===== src/ubr_pkg.sv =====
// Constants and types for the baud generator and receive status block
// Operation
// RL1: One 8-bit baud timer shared by modes
// RL2: Timer free-runs, period set by divisor
// RL3: Async rate osc/64(n+1) or osc/16(n+1)
// RL4: Sync ignores high-speed, rate osc/4(n+1)
// RL5: Divisor write clears the baud timer
// RL6: Software should prefer high-speed async setting
// RL7: Address match loads only when bit8 set
// RL8: Framing flag bit 2, refreshed per byte
// RL9: Status bit 0 holds ninth received bit
// RL10: Continuous receive overrides single receive
// RL11: No address match loads every byte
// RL12: Overrun on lost byte, cleared by enable
package ubr_pkg;
    localparam int unsigned UBR_CLK_HZ = 20_000_000;
    // Register byte addresses
    localparam logic [7:0] UBR_OFS_RCV_STAT = 8'h00;
    localparam logic [7:0] UBR_OFS_DIVISOR = 8'h04;
    localparam logic [7:0] UBR_OFS_TX_STAT = 8'h08;
    localparam logic [7:0] UBR_OFS_RCV_BUF = 8'h0C;
    localparam logic [7:0] UBR_OFS_IRQ_STAT = 8'h10;
    localparam logic [7:0] UBR_OFS_IRQ_CLR = 8'h14;
    localparam logic [7:0] UBR_OFS_IRQ_EN = 8'h18;
    // Receive status and control fields
    localparam int UBR_RS_PORT_EN = 7;
    localparam int UBR_RS_NINE = 6;
    localparam int UBR_RS_SINGLE = 5;
    localparam int UBR_RS_CONT = 4;
    localparam int UBR_RS_ADDR = 3;
    localparam int UBR_RS_FRAME_ERR = 2;
    localparam int UBR_RS_OVERRUN = 1;
    localparam int UBR_RS_NINTH = 0;
    // Transmit status and control fields
    localparam int UBR_TS_SYNC = 4;
    localparam int UBR_TS_HSEL = 2;
    localparam int UBR_TS_TRMT = 1;
    // Reset values and transmit write mask
    localparam logic [7:0] UBR_RST_RCV_STAT = 8'h00;
    localparam logic [7:0] UBR_RST_DIVISOR = 8'h00;
    localparam logic [7:0] UBR_RST_TX_STAT = 8'h02;
    localparam logic [7:0] UBR_TX_WMASK = 8'hF5;
    // Prescale counts per timer tick
    localparam logic [5:0] UBR_PRE_ASYNC_LO = 6'h3F;
    localparam logic [5:0] UBR_PRE_ASYNC_HI = 6'h0F;
    localparam logic [5:0] UBR_PRE_SYNC = 6'h03;
    // Interrupt event bits
    localparam int UBR_IRQ_RX = 0;
    localparam int UBR_IRQ_FRAME = 1;
    localparam int UBR_IRQ_OVERRUN = 2;
    localparam int UBR_IRQ_W = 3;
    typedef enum logic [2:0] {
        UBR_RX_IDLE = 3'b001,
        UBR_RX_FULL = 3'b010,
        UBR_RX_HOLD = 3'b100
    } ubr_rx_state_t;
endpackage


===== src/ubr_baud_timer.sv =====
// Free-running baud timer with mode prescaler
`timescale 1ns/1ns
module ubr_baud_timer #(
    parameter int WIDTH = 8
) (
    // Clock and reset
    input wire logic clk_sys,
    input wire logic arst_n,
    input wire logic clk_en,
    // Configuration
    input wire logic [WIDTH-1:0] divisor,
    input wire logic divisor_wr,
    input wire logic [5:0] prescale,
    // Tick out
    output logic bit_tick
);
    // Divisor register is one byte wide
    if (WIDTH != 8) begin : g_width_check
        $error("baud timer must be 8 bits");
    end
    logic [5:0] pre;
    logic [WIDTH-1:0] count;
    logic tick;
    logic [5:0] next_pre;
    logic [WIDTH-1:0] next_count;
    logic next_tick;
    always_comb begin
        next_pre = pre;
        next_count = count;
        next_tick = 1'b0;
        if (divisor_wr) begin
            next_pre = 6'h00; // RL5
            next_count = '0; // RL5
        end else if (pre >= prescale) begin
            next_pre = 6'h00;
            if (count >= divisor) begin // RL2
                next_count = '0;
                next_tick = 1'b1; // RL3 RL4
            end else begin
                next_count = count + 1'b1; // RL1
            end
        end else begin
            next_pre = pre + 6'h01;
        end
    end
    always_ff @(posedge clk_sys or negedge arst_n) begin
        if (!arst_n) begin
            pre <= 6'h00;
            count <= '0;
            tick <= 1'b0;
        end else if (clk_en) begin
            pre <= next_pre;
            count <= next_count;
            tick <= next_tick;
        end
    end
    assign bit_tick = tick;
    a_write_clears: assert property (@(posedge clk_sys) disable iff (!arst_n) // RL5
        clk_en && divisor_wr |=> count == '0 && pre == 6'h00)
        else $error("divisor write did not clear timer");
endmodule


===== src/ubr_rx_status.sv =====
// Receive buffer load, address filter and error flags
`timescale 1ns/1ns
module ubr_rx_status (
    // Clock and reset
    input wire logic clk_sys,
    input wire logic arst_n,
    input wire logic clk_en,
    // Configuration
    input wire logic nine_bit_receive,
    input wire logic address_match_enable,
    input wire logic sync_mode,
    input wire logic continuous_receive_enable,
    input wire logic single_receive_enable,
    // Received frame from the shifter
    input wire logic frame_valid,
    input wire logic [8:0] receive_shift_reg,
    input wire logic frame_stop_bad,
    // Buffer read by software
    input wire logic buf_read,
    // Status
    output logic [7:0] receive_buffer_reg,
    output logic received_ninth_bit,
    output logic framing_error_flag,
    output logic overrun_error_flag,
    output logic buf_full,
    output logic rx_enabled,
    output logic load_pulse,
    output logic lost_pulse
);
    import ubr_pkg::*;
    ubr_rx_state_t state, next_state;
    logic [7:0] next_buf;
    logic next_ninth, next_frame_err, next_overrun, accept, load;
    always_comb begin
        rx_enabled = sync_mode ? (continuous_receive_enable || single_receive_enable)
                               : continuous_receive_enable; // RL10
        accept = !(nine_bit_receive && address_match_enable && !sync_mode
                   && !receive_shift_reg[8]); // RL7 RL11
        load = frame_valid && rx_enabled && accept && !overrun_error_flag;
        next_state = state;
        next_buf = receive_buffer_reg;
        next_ninth = received_ninth_bit;
        next_frame_err = framing_error_flag;
        next_overrun = overrun_error_flag;
        load_pulse = 1'b0;
        lost_pulse = 1'b0;
        case (state)
            UBR_RX_IDLE: begin
                if (load) begin
                    next_state = UBR_RX_FULL;
                end
            end
            UBR_RX_FULL: begin
                if (buf_read && !load) begin
                    next_state = UBR_RX_IDLE;
                end else if (!buf_read && load) begin
                    next_state = UBR_RX_HOLD;
                end
            end
            UBR_RX_HOLD: begin
                if (buf_read) begin
                    next_state = UBR_RX_FULL;
                end
            end
            default: next_state = UBR_RX_IDLE;
        endcase
        if (load && state == UBR_RX_HOLD && !buf_read) begin
            next_overrun = 1'b1; // RL12
            lost_pulse = 1'b1;
        end else if (load) begin
            next_buf = receive_shift_reg[7:0];
            next_ninth = nine_bit_receive & receive_shift_reg[8]; // RL9
            next_frame_err = frame_stop_bad; // RL8
            load_pulse = 1'b1;
        end
        if (!continuous_receive_enable) begin
            next_overrun = 1'b0; // RL12
        end
    end
    always_ff @(posedge clk_sys or negedge arst_n) begin
        if (!arst_n) begin
            state <= UBR_RX_IDLE;
            receive_buffer_reg <= 8'h00;
            received_ninth_bit <= 1'b0;
            framing_error_flag <= 1'b0;
            overrun_error_flag <= 1'b0;
        end else if (clk_en) begin
            state <= next_state;
            receive_buffer_reg <= next_buf;
            received_ninth_bit <= next_ninth;
            framing_error_flag <= next_frame_err;
            overrun_error_flag <= next_overrun;
        end
    end
    assign buf_full = state != UBR_RX_IDLE;
    a_addr_filter: assert property (@(posedge clk_sys) disable iff (!arst_n) // RL7
        load_pulse |-> !(nine_bit_receive && address_match_enable && !sync_mode)
        || receive_shift_reg[8])
        else $error("address filter let a data byte through");
    a_nofilter_load: assert property (@(posedge clk_sys) disable iff (!arst_n) // RL11
        clk_en && frame_valid && continuous_receive_enable && !address_match_enable
        && state == UBR_RX_IDLE && !overrun_error_flag
        |=> receive_buffer_reg == $past(receive_shift_reg[7:0]))
        else $error("byte not loaded with filter off");
    a_framing_error_flag_update: assert property (@(posedge clk_sys) disable iff (!arst_n) // RL8
        clk_en && load_pulse |=> framing_error_flag == $past(frame_stop_bad))
        else $error("framing flag not refreshed");
    a_ninth_bit: assert property (@(posedge clk_sys) disable iff (!arst_n) // RL9
        clk_en && load_pulse && nine_bit_receive
        |=> received_ninth_bit == $past(receive_shift_reg[8]))
        else $error("ninth bit not captured");
    a_overrun_set: assert property (@(posedge clk_sys) disable iff (!arst_n) // RL12
        clk_en && lost_pulse && continuous_receive_enable |=> overrun_error_flag)
        else $error("overrun not flagged");
    a_overrun_clr: assert property (@(posedge clk_sys) disable iff (!arst_n) // RL12
        clk_en && !continuous_receive_enable |=> !overrun_error_flag)
        else $error("overrun not cleared");
    a_cont_priority: assert property (@(posedge clk_sys) disable iff (!arst_n) // RL10
        sync_mode && continuous_receive_enable && frame_valid && !overrun_error_flag
        |-> load_pulse || lost_pulse)
        else $error("continuous receive dropped a frame");
endmodule


===== src/ubr_top.sv =====
// Baud generator and receive status block with APB registers
//
// Register access over APB and the register addresses were decided locally.
`timescale 1ns/1ns
module ubr_top (
    // Clock and reset
    input wire logic clk_sys,
    input wire logic arst_n,
    input wire logic clk_en,
    // APB slave
    input wire logic psel,
    input wire logic penable,
    input wire logic pwrite,
    input wire logic [7:0] paddr,
    input wire logic [31:0] pwdata,
    output logic [31:0] prdata,
    output logic pready,
    output logic pslverr,
    // Receive shifter side
    input wire logic frame_valid,
    input wire logic [8:0] receive_shift_reg,
    input wire logic frame_stop_bad,
    input wire logic tx_shift_empty,
    // Outputs
    output logic bit_tick,
    output logic port_enable,
    output logic rx_enabled,
    output logic irq
);
    import ubr_pkg::*;
    logic [7:0] rcv_ctrl, divisor, tx_ctrl;
    logic [UBR_IRQ_W-1:0] irq_stat, irq_en;
    logic [7:0] next_rcv_ctrl, next_divisor, next_tx_ctrl;
    logic [UBR_IRQ_W-1:0] next_irq_stat, next_irq_en;
    logic [31:0] rd, next_rd;
    logic wr, rdacc, buf_read, divisor_wr;
    logic [5:0] prescale;
    logic [7:0] rbuf;
    logic ninth, frame_err, overrun, full, load_pulse, lost_pulse;
    logic [UBR_IRQ_W-1:0] events;
    logic mapped;

    assign wr = psel && penable && pwrite;
    assign rdacc = psel && penable && !pwrite;
    assign buf_read = rdacc && paddr == UBR_OFS_RCV_BUF;
    assign divisor_wr = wr && paddr == UBR_OFS_DIVISOR;
    assign pready = 1'b1;
    assign mapped = paddr == UBR_OFS_RCV_STAT || paddr == UBR_OFS_DIVISOR
        || paddr == UBR_OFS_TX_STAT || paddr == UBR_OFS_RCV_BUF
        || paddr == UBR_OFS_IRQ_STAT || paddr == UBR_OFS_IRQ_CLR
        || paddr == UBR_OFS_IRQ_EN;
    assign pslverr = psel && penable && !mapped;

    // Mode prescale: sync fixed, async by high-speed select
    always_comb begin
        if (tx_ctrl[UBR_TS_SYNC]) begin
            prescale = UBR_PRE_SYNC; // RL4
        end else if (tx_ctrl[UBR_TS_HSEL]) begin
            prescale = UBR_PRE_ASYNC_HI; // RL3 RL6
        end else begin
            prescale = UBR_PRE_ASYNC_LO; // RL3
        end
    end

    ubr_baud_timer #(.WIDTH(8)) u_timer (
        .clk_sys(clk_sys),
        .arst_n(arst_n),
        .clk_en(clk_en),
        .divisor(divisor),
        .divisor_wr(divisor_wr && clk_en),
        .prescale(prescale),
        .bit_tick(bit_tick)
    );

    ubr_rx_status u_rx (
        .clk_sys(clk_sys),
        .arst_n(arst_n),
        .clk_en(clk_en),
        .nine_bit_receive(rcv_ctrl[UBR_RS_NINE]),
        .address_match_enable(rcv_ctrl[UBR_RS_ADDR]),
        .sync_mode(tx_ctrl[UBR_TS_SYNC]),
        .continuous_receive_enable(rcv_ctrl[UBR_RS_CONT]),
        .single_receive_enable(rcv_ctrl[UBR_RS_SINGLE]),
        .frame_valid(frame_valid && rcv_ctrl[UBR_RS_PORT_EN]),
        .receive_shift_reg(receive_shift_reg),
        .frame_stop_bad(frame_stop_bad),
        .buf_read(buf_read),
        .receive_buffer_reg(rbuf),
        .received_ninth_bit(ninth),
        .framing_error_flag(frame_err),
        .overrun_error_flag(overrun),
        .buf_full(full),
        .rx_enabled(rx_enabled),
        .load_pulse(load_pulse),
        .lost_pulse(lost_pulse)
    );

    assign events = {lost_pulse, load_pulse && frame_stop_bad, load_pulse};

    always_comb begin
        next_rcv_ctrl = rcv_ctrl;
        next_divisor = divisor;
        next_tx_ctrl = tx_ctrl;
        next_irq_en = irq_en;
        next_irq_stat = irq_stat;
        if (wr) begin
            case (paddr)
                UBR_OFS_RCV_STAT: next_rcv_ctrl = pwdata[7:0];
                UBR_OFS_DIVISOR: next_divisor = pwdata[7:0]; // RL2
                UBR_OFS_TX_STAT: next_tx_ctrl = pwdata[7:0] & UBR_TX_WMASK;
                UBR_OFS_IRQ_CLR: next_irq_stat = irq_stat & ~pwdata[UBR_IRQ_W-1:0];
                UBR_OFS_IRQ_EN: next_irq_en = pwdata[UBR_IRQ_W-1:0];
                default: next_irq_en = irq_en;
            endcase
        end
        // Single receive self-clears after one byte in sync mode when continuous receive is off
        if (load_pulse && tx_ctrl[UBR_TS_SYNC] && !rcv_ctrl[UBR_RS_CONT]) begin
            next_rcv_ctrl[UBR_RS_SINGLE] = 1'b0;
        end
        next_irq_stat = next_irq_stat | events;
        next_rd = 32'h0000_0000;
        case (paddr)
            UBR_OFS_RCV_STAT: next_rd[7:0] = {rcv_ctrl[7:3], frame_err, overrun, ninth}; // RL8 RL9
            UBR_OFS_DIVISOR: next_rd[7:0] = divisor;
            UBR_OFS_TX_STAT: next_rd[7:0] = {tx_ctrl[7:2], tx_shift_empty, tx_ctrl[0]};
            UBR_OFS_RCV_BUF: next_rd[7:0] = rbuf;
            UBR_OFS_IRQ_STAT: next_rd[UBR_IRQ_W-1:0] = irq_stat;
            UBR_OFS_IRQ_EN: next_rd[UBR_IRQ_W-1:0] = irq_en;
            default: next_rd = 32'h0000_0000;
        endcase
    end

    always_ff @(posedge clk_sys or negedge arst_n) begin
        if (!arst_n) begin
            rcv_ctrl <= UBR_RST_RCV_STAT;
            divisor <= UBR_RST_DIVISOR;
            tx_ctrl <= UBR_RST_TX_STAT & UBR_TX_WMASK;
            irq_stat <= '0;
            irq_en <= '0;
            rd <= 32'h0000_0000;
        end else if (clk_en) begin
            rcv_ctrl <= next_rcv_ctrl;
            divisor <= next_divisor;
            tx_ctrl <= next_tx_ctrl;
            irq_stat <= next_irq_stat;
            irq_en <= next_irq_en;
            rd <= next_rd;
        end
    end

    // Read word captured at the setup edge
    assign prdata = rd;
    assign port_enable = rcv_ctrl[UBR_RS_PORT_EN];
    assign irq = |(irq_stat & irq_en);

    a_div_write: assert property (@(posedge clk_sys) disable iff (!arst_n) // RL2
        clk_en && divisor_wr |=> divisor == $past(pwdata[7:0]))
        else $error("divisor write lost");
    a_event_wins: assert property (@(posedge clk_sys) disable iff (!arst_n) // RL7
        clk_en && load_pulse |=> irq_stat[UBR_IRQ_RX])
        else $error("receive event lost");
    a_sync_tick: assert property (@(posedge clk_sys) disable iff (!arst_n || !clk_en) // RL4
        bit_tick |=> (!bit_tick) [*3])
        else $error("baud ticks closer than four clocks");
endmodule

===== config.mk =====
export PLATFORM = sky130hd
export DESIGN_NAME = ubr_top
export DESIGN_NICKNAME = d
export VERILOG_FILES = /design/src/ubr_pkg.sv /design/src/ubr_baud_timer.sv /design/src/ubr_rx_status.sv /design/src/ubr_top.sv
export SDC_FILE = /design/constraint.sdc
export NUM_CORES = 1
export LEC_CHECK = 0
export ABC_CLOCK_PERIOD_IN_PS = 2950
export BUFFER_PORTS_ARGS = -buffer_cell sky130_fd_sc_hd__buf_2
export CORE_MARGIN = 5
export CORE_UTILIZATION = 40
export DETAILED_ROUTE_END_ITERATION = 10
export SLEW_MARGIN = 15
export SYNTH_ARGS = -nofsm -noshare
export SYNTH_HDL_FRONTEND = slang
export SYNTH_HIERARCHICAL = 1
export SYNTH_SLANG_ARGS = --single-unit

===== constraint.sdc =====
create_clock -name clk_sys -period 2.95 [get_ports clk_sys]
set_input_delay 0.295 -clock clk_sys [delete_from_list [all_inputs] [get_ports clk_sys]]
set_output_delay 0.295 -clock clk_sys [all_outputs]
set_load 0.005 [all_outputs]

**Yosys cells after proc, flatten, opt, wreduce, memory -nomap -nowiden**

Index checks and enable logic that the tools add are counted.

- Flip-flop bits (word level): 65
- Word-level logic and storage cells: 117

- $add $sub $neg: 2
- Order comparisons: 2
- Eq/ne operators: 13
- Muxes and demuxes: 28
- Bitwise operators: 6
- Reduce and logical (&&, ||, !) cells: 51

Operators by type and width:

| kind | count |
|---|---|
| $mux W6 | 6 |
| $eq A8 B5 Y1 const B | 3 |
| $mux W8 | 3 |
| $logic_and A1 B1 Y1 | 21 |
| $pmux W5 S4 | 1 |
| $mux W3 | 6 |
| $pmux W3 S6 | 1 |
| $reduce_and A3 Y1 | 6 |
| $eq A8 B4 Y1 const B | 2 |
| $mux W1 | 10 |
| $logic_not A1 Y1 | 9 |
| $pmux W3 S3 | 1 |
| $add A8 B1 Y8 const B | 1 |
| $eq A8 B3 Y1 const B | 1 |
| $ge A8 B8 Y1 | 1 |
| $logic_not A8 Y1 | 1 |
| $logic_or A1 B1 Y1 | 7 |
| $add A6 B1 Y6 const B | 1 |
| $and A3 B3 Y3 | 2 |
| $ge A6 B6 Y1 | 1 |
| $ne A2 B1 Y1 const B | 3 |
| $reduce_bool A2 Y1 | 3 |
| $reduce_and A2 Y1 | 2 |
| $reduce_and A4 Y1 | 1 |
| 9 further kinds | 9 |

**Depth between registers and ports, before layout**

- Depth after elaboration: 13
- Mapped depth: 10

**By module**

The synthesis kept the hierarchy.

Modules (own cells, without submodules):

| module | times used | cells each | area an instance (sq um) | sequential area each (sq um) |
|---|---|---|---|---|
| ubr_top | 1 | 160 | 1869.3 | 825.8 |
| ubr_baud_timer | 1 | 150 | 1270.0 | 375.4 |
| ubr_rx_status | 1 | 59 | 778.2 | 351.6 |

**Worst setup path before layout**

Ideal clock, no wire load.

- Kind: input to register
- Start: input port paddr[5]
- End: register u_rx.framing_error_flag
- Library setup time: 0.125 ns
- Arrival time: 2.125 ns
- Setup slack: 0.699 ns
- Stages on the path: 7
- Path buffers: 1
- Path through: nor4_2 > and2_1 > nor4b_1 > nor3_2 > nor3b_2 > buf_6 > mux2_4

- Word-level cells in the longest chain between the ends: 6

Ends and longest elaborated chain:

| what | RTL line | RTL |
|---|---|---|
| start: declaration | ubr_top.sv:14 | `input wire logic [7:0] paddr,` |
| $eq A8 B4 Y1 | ubr_top.sv:45 | `assign buf_read = rdacc && paddr == UBR_OFS_RCV_BUF;` |
| $logic_and A1 B1 Y1 | ubr_top.sv:45 |  |
| net buf_read | ubr_top.sv:36 | `logic wr, rdacc, buf_read, divisor_wr;` |
| $logic_not A1 Y1 | ubr_rx_status.sv:67 | `if (load && state == UBR_RX_HOLD && !buf_read) begin` |
| $logic_and A1 B1 Y1 | ubr_rx_status.sv:67 |  |
| $not A1 Y1 (no line) | -- |  |
| $reduce_and A3 Y1 (no line) | -- |  |
| end signal: assignment | ubr_rx_status.sv:91 | `framing_error_flag <= next_frame_err;` |
| end: declaration | ubr_rx_status.sv:23 | `output logic framing_error_flag,` |

The timed path passes the listed nets, and every way through them passes these cells.
A chain may end at the register's enable or synchronous reset.

**Worst setup path after layout**

- Start: register tx_ctrl[4]
- End: register u_timer.pre[2]

- Word-level cells in the longest chain between the ends: 4

Ends and longest elaborated chain:

| what | RTL line | RTL |
|---|---|---|
| start: declaration | ubr_top.sv:31 | `logic [7:0] rcv_ctrl, divisor, tx_ctrl;` |
| start signal: assignment | ubr_top.sv:137 | `tx_ctrl <= UBR_RST_TX_STAT & UBR_TX_WMASK;` |
| start signal: assignment | ubr_top.sv:144 | `tx_ctrl <= next_tx_ctrl;` |
| $mux W6 | ubr_top.sv:56 | `if (tx_ctrl[UBR_TS_SYNC]) begin` |
| net prescale[2] | ubr_top.sv:37 | `logic [5:0] prescale;` |
| $ge A6 B6 Y1 | ubr_baud_timer.sv:34 | `end else if (pre >= prescale) begin` |
| $mux W6 | ubr_baud_timer.sv:34 |  |
| $mux W6 | ubr_baud_timer.sv:31 | `if (divisor_wr) begin` |
| end signal: assignment | ubr_baud_timer.sv:52 | `pre <= next_pre;` |
| end: declaration | ubr_baud_timer.sv:21 | `logic [5:0] pre;` |

The timed path passes the listed nets, and every way through them passes these cells.

==> qor.yml <==
slew_violations: 0
grtUsageTotal_pct: 15.9
hold_path_class: "input pin to asynchronous set/reset pin"
ys_warn_count: 6
synth_cells: 368
route.top_layer_used: "met4"
num-nets-final: 493
slowest_stage: "or3b_1"
syn2layout_area_growth_pct: 11.9
clk_latency_ns: 0.34
hold_ws_ns: 0.118
slew-limit-headroom_pct: 45.4
dpl.cell_count: 540
finalCriticalPeriod_ns: 2.36
total_power_mw: 2.26
syn_area_um2: 3910
finClkSkew_ns: 0.00607
final-hold-violation-count: 0
cpMostUsedCell: "inv_1"
cts_tree: "yes"
instances_no_fill: 556
viasPerCell: 5.12
firstDrtPassIters: 4
hold_buffers: 0
path_cells: "inv_1, inv_1, ha_1, a211o_1, a21oi_2, o21ai_2, or3b_1, o2bb2ai_1"
final-seq-area_um2: 1550
post_drt_wl_per_cell_um: 15.7
cts.clk_slew.worst_paths_ns: 0.08
drt_iter0_drc: 101
reg2reg_from: "tx_ctrl[4]$_DFFE_PN0P_"
io_pins: 96
die_x_um: 109
rows: 36
fin_crit_sh_pct: 79.9
antenna_found_initial: 0
worst_ir_drop_vdd_uv: 267
cap_violations: 0
gp_congestion: 0.783
sw_frac_of_total_pct: 31.9
grt_pass1_vias: 2967
htree_levels: 3
root_buffer: "clkbuf_8"
wirelength_mm: 8.71
start_util_pct: 40.6
grt_max_degree: 63
r2r-end: "u_timer/pre[2]$_DFFE_PN0P_"
pwr-share-clk_pct: 33.8
p_seq_share_pct: 44.8
leakage_nw: 2.14
post-route-util_pct: 45.4
grt_pass1_wl_mm: 14.5
crit_path_max_incr_delay_ns: 0.50
io_buffers: 46
dp_hpwl_mm: 6.35
diodes: 0
post-cts-setup-buffers: 0
power_density_nw_per_um2: 515
dr_wl_met2_mm: 4.27
switchingPower_mw: 0.719
tightest_slew_ns: 0.818
finalSetupViolCount: 0
crit_required_ns: 3.22
crit_type: "flip-flop to flip-flop"
cp-start-kind: "flip-flop"
cts.repair.resized: 0
clkSinkCount: 62
gr-total-overflow: 0
cts_buffer_depth: 2
core_area_um2: 9640
max_freq_mhz: 424
rsz0062_at_grt: "false"
die-area_um2: 11900
cp.arrival_ns: 2.62
status: "complete, no violations"
drive_gt1_share_pct: 29.6
wl_met3_um: 321
ant_nets: 0
vias: 2848
r2r_setup_slack_ns: 0.59
p_int_mw: 1.54
numCtsBuffers: 9
power_frac_comb_pct: 21.4
tns_ns: 0
reg2reg_depth: 8
avgSynthCellArea_um2: 10.6
cp_max_fo: 20
fillCellCount: 937
die_h_um: 109
drc: 0
worstSetupEndpointType: "flip-flop"
drt-met1-wl_mm: 3.94
multiInputGateArea_um2: 2080
## layer usage
metal	global-route usage, %	up-vias
met1	20.6	1407
met5	0	-
met2	26.5	55
met3	3.02	11
met4	5.68	0
li1	-	1375
## cell type report
cell class / count / share of cell area [%]
tap: 133 / 3.80
clock inverter: 6 / 1.63
multi-input combinational: 265 / 47.5
inverter: 28 / 2.40
timing repair buffer: 52 / 6.28
sequential: 62 / 35.4
clock buffer: 10 / 2.91
## power groups by stage
stage / registers (mW) / clock network [mW] / logic [mW]
global placement: 1.02 / 0 / 0.463
finish: 1.01 / 0.763 / 0.483
floorplan: 1.00 / 0 / 0.392
CTS: 1.01 / 0.785 / 0.487
detailed placement: 1.03 / 0 / 0.482
global route: 1.02 / 0.828 / 0.557
## worst max-delay path: cells and delay by family (launching register included)
| family | cells | cell delay [ns] |
|---|---|---|
| and+or+nand+nor | 1 | 0.50 |
| adders and majority gates | 1 | 0.30 |
| AOI/OAI and AO/OA | 4 | 0.85 |
| DFF | 1 | 0.47 |
| buffers and inverters | 2 | 0.16 |
## worst max-delay path by stage
stage / start / end / slack (ns) / cells past startpoint
2_1_floorplan: paddr[5] / u_rx/framing_error_flag$_DFFE_PN0P_ / 0.70 / 7
3_3_place_gp: paddr[4] / u_rx/receive_buffer_reg[3]$_DFFE_PN0P_ / 0.43 / 9
3_5_place_dp: paddr[4] / u_rx/receive_buffer_reg[4]$_DFFE_PN0P_ / 0.45 / 9
4_1_cts: tx_ctrl[4]$_DFFE_PN0P_ / u_timer/count[2]$_DFFE_PN0P_ / 0.59 / 7
5_1_grt: tx_ctrl[4]$_DFFE_PN0P_ / u_timer/count[2]$_DFFE_PN0P_ / 0.38 / 7
6_report: tx_ctrl[4]$_DFFE_PN0P_ / u_timer/pre[2]$_DFFE_PN0P_ / 0.59 / 8
## metrics by stage
step / setup WS (ns) / cell area (µm²)
global placement: 0.427 / 4180
floorplan: 0.699 / 4010
finish: 0.594 / 4380
global route: 0.381 / 4380
detailed placement: 0.446 / 4180
CTS: 0.590 / 4380
## cells in the final DEF, fill, tap and decap left out, drive strengths merged, types with 5 or more instances in the layout
cell type,n
dfrtp,61
mux4,6
clkbuf,10
nor3,8
conb,27
mux2i,9
nand2b,17
nand4,8
o21ai,10
inv,29
buf,52
or3b,5
o22ai,6
ha,17
nand3,15
a22o,7
nor2b,6
a21oi,9
nor2,13
nand2,19
mux2,31
(Power assumes the default switching activity.)
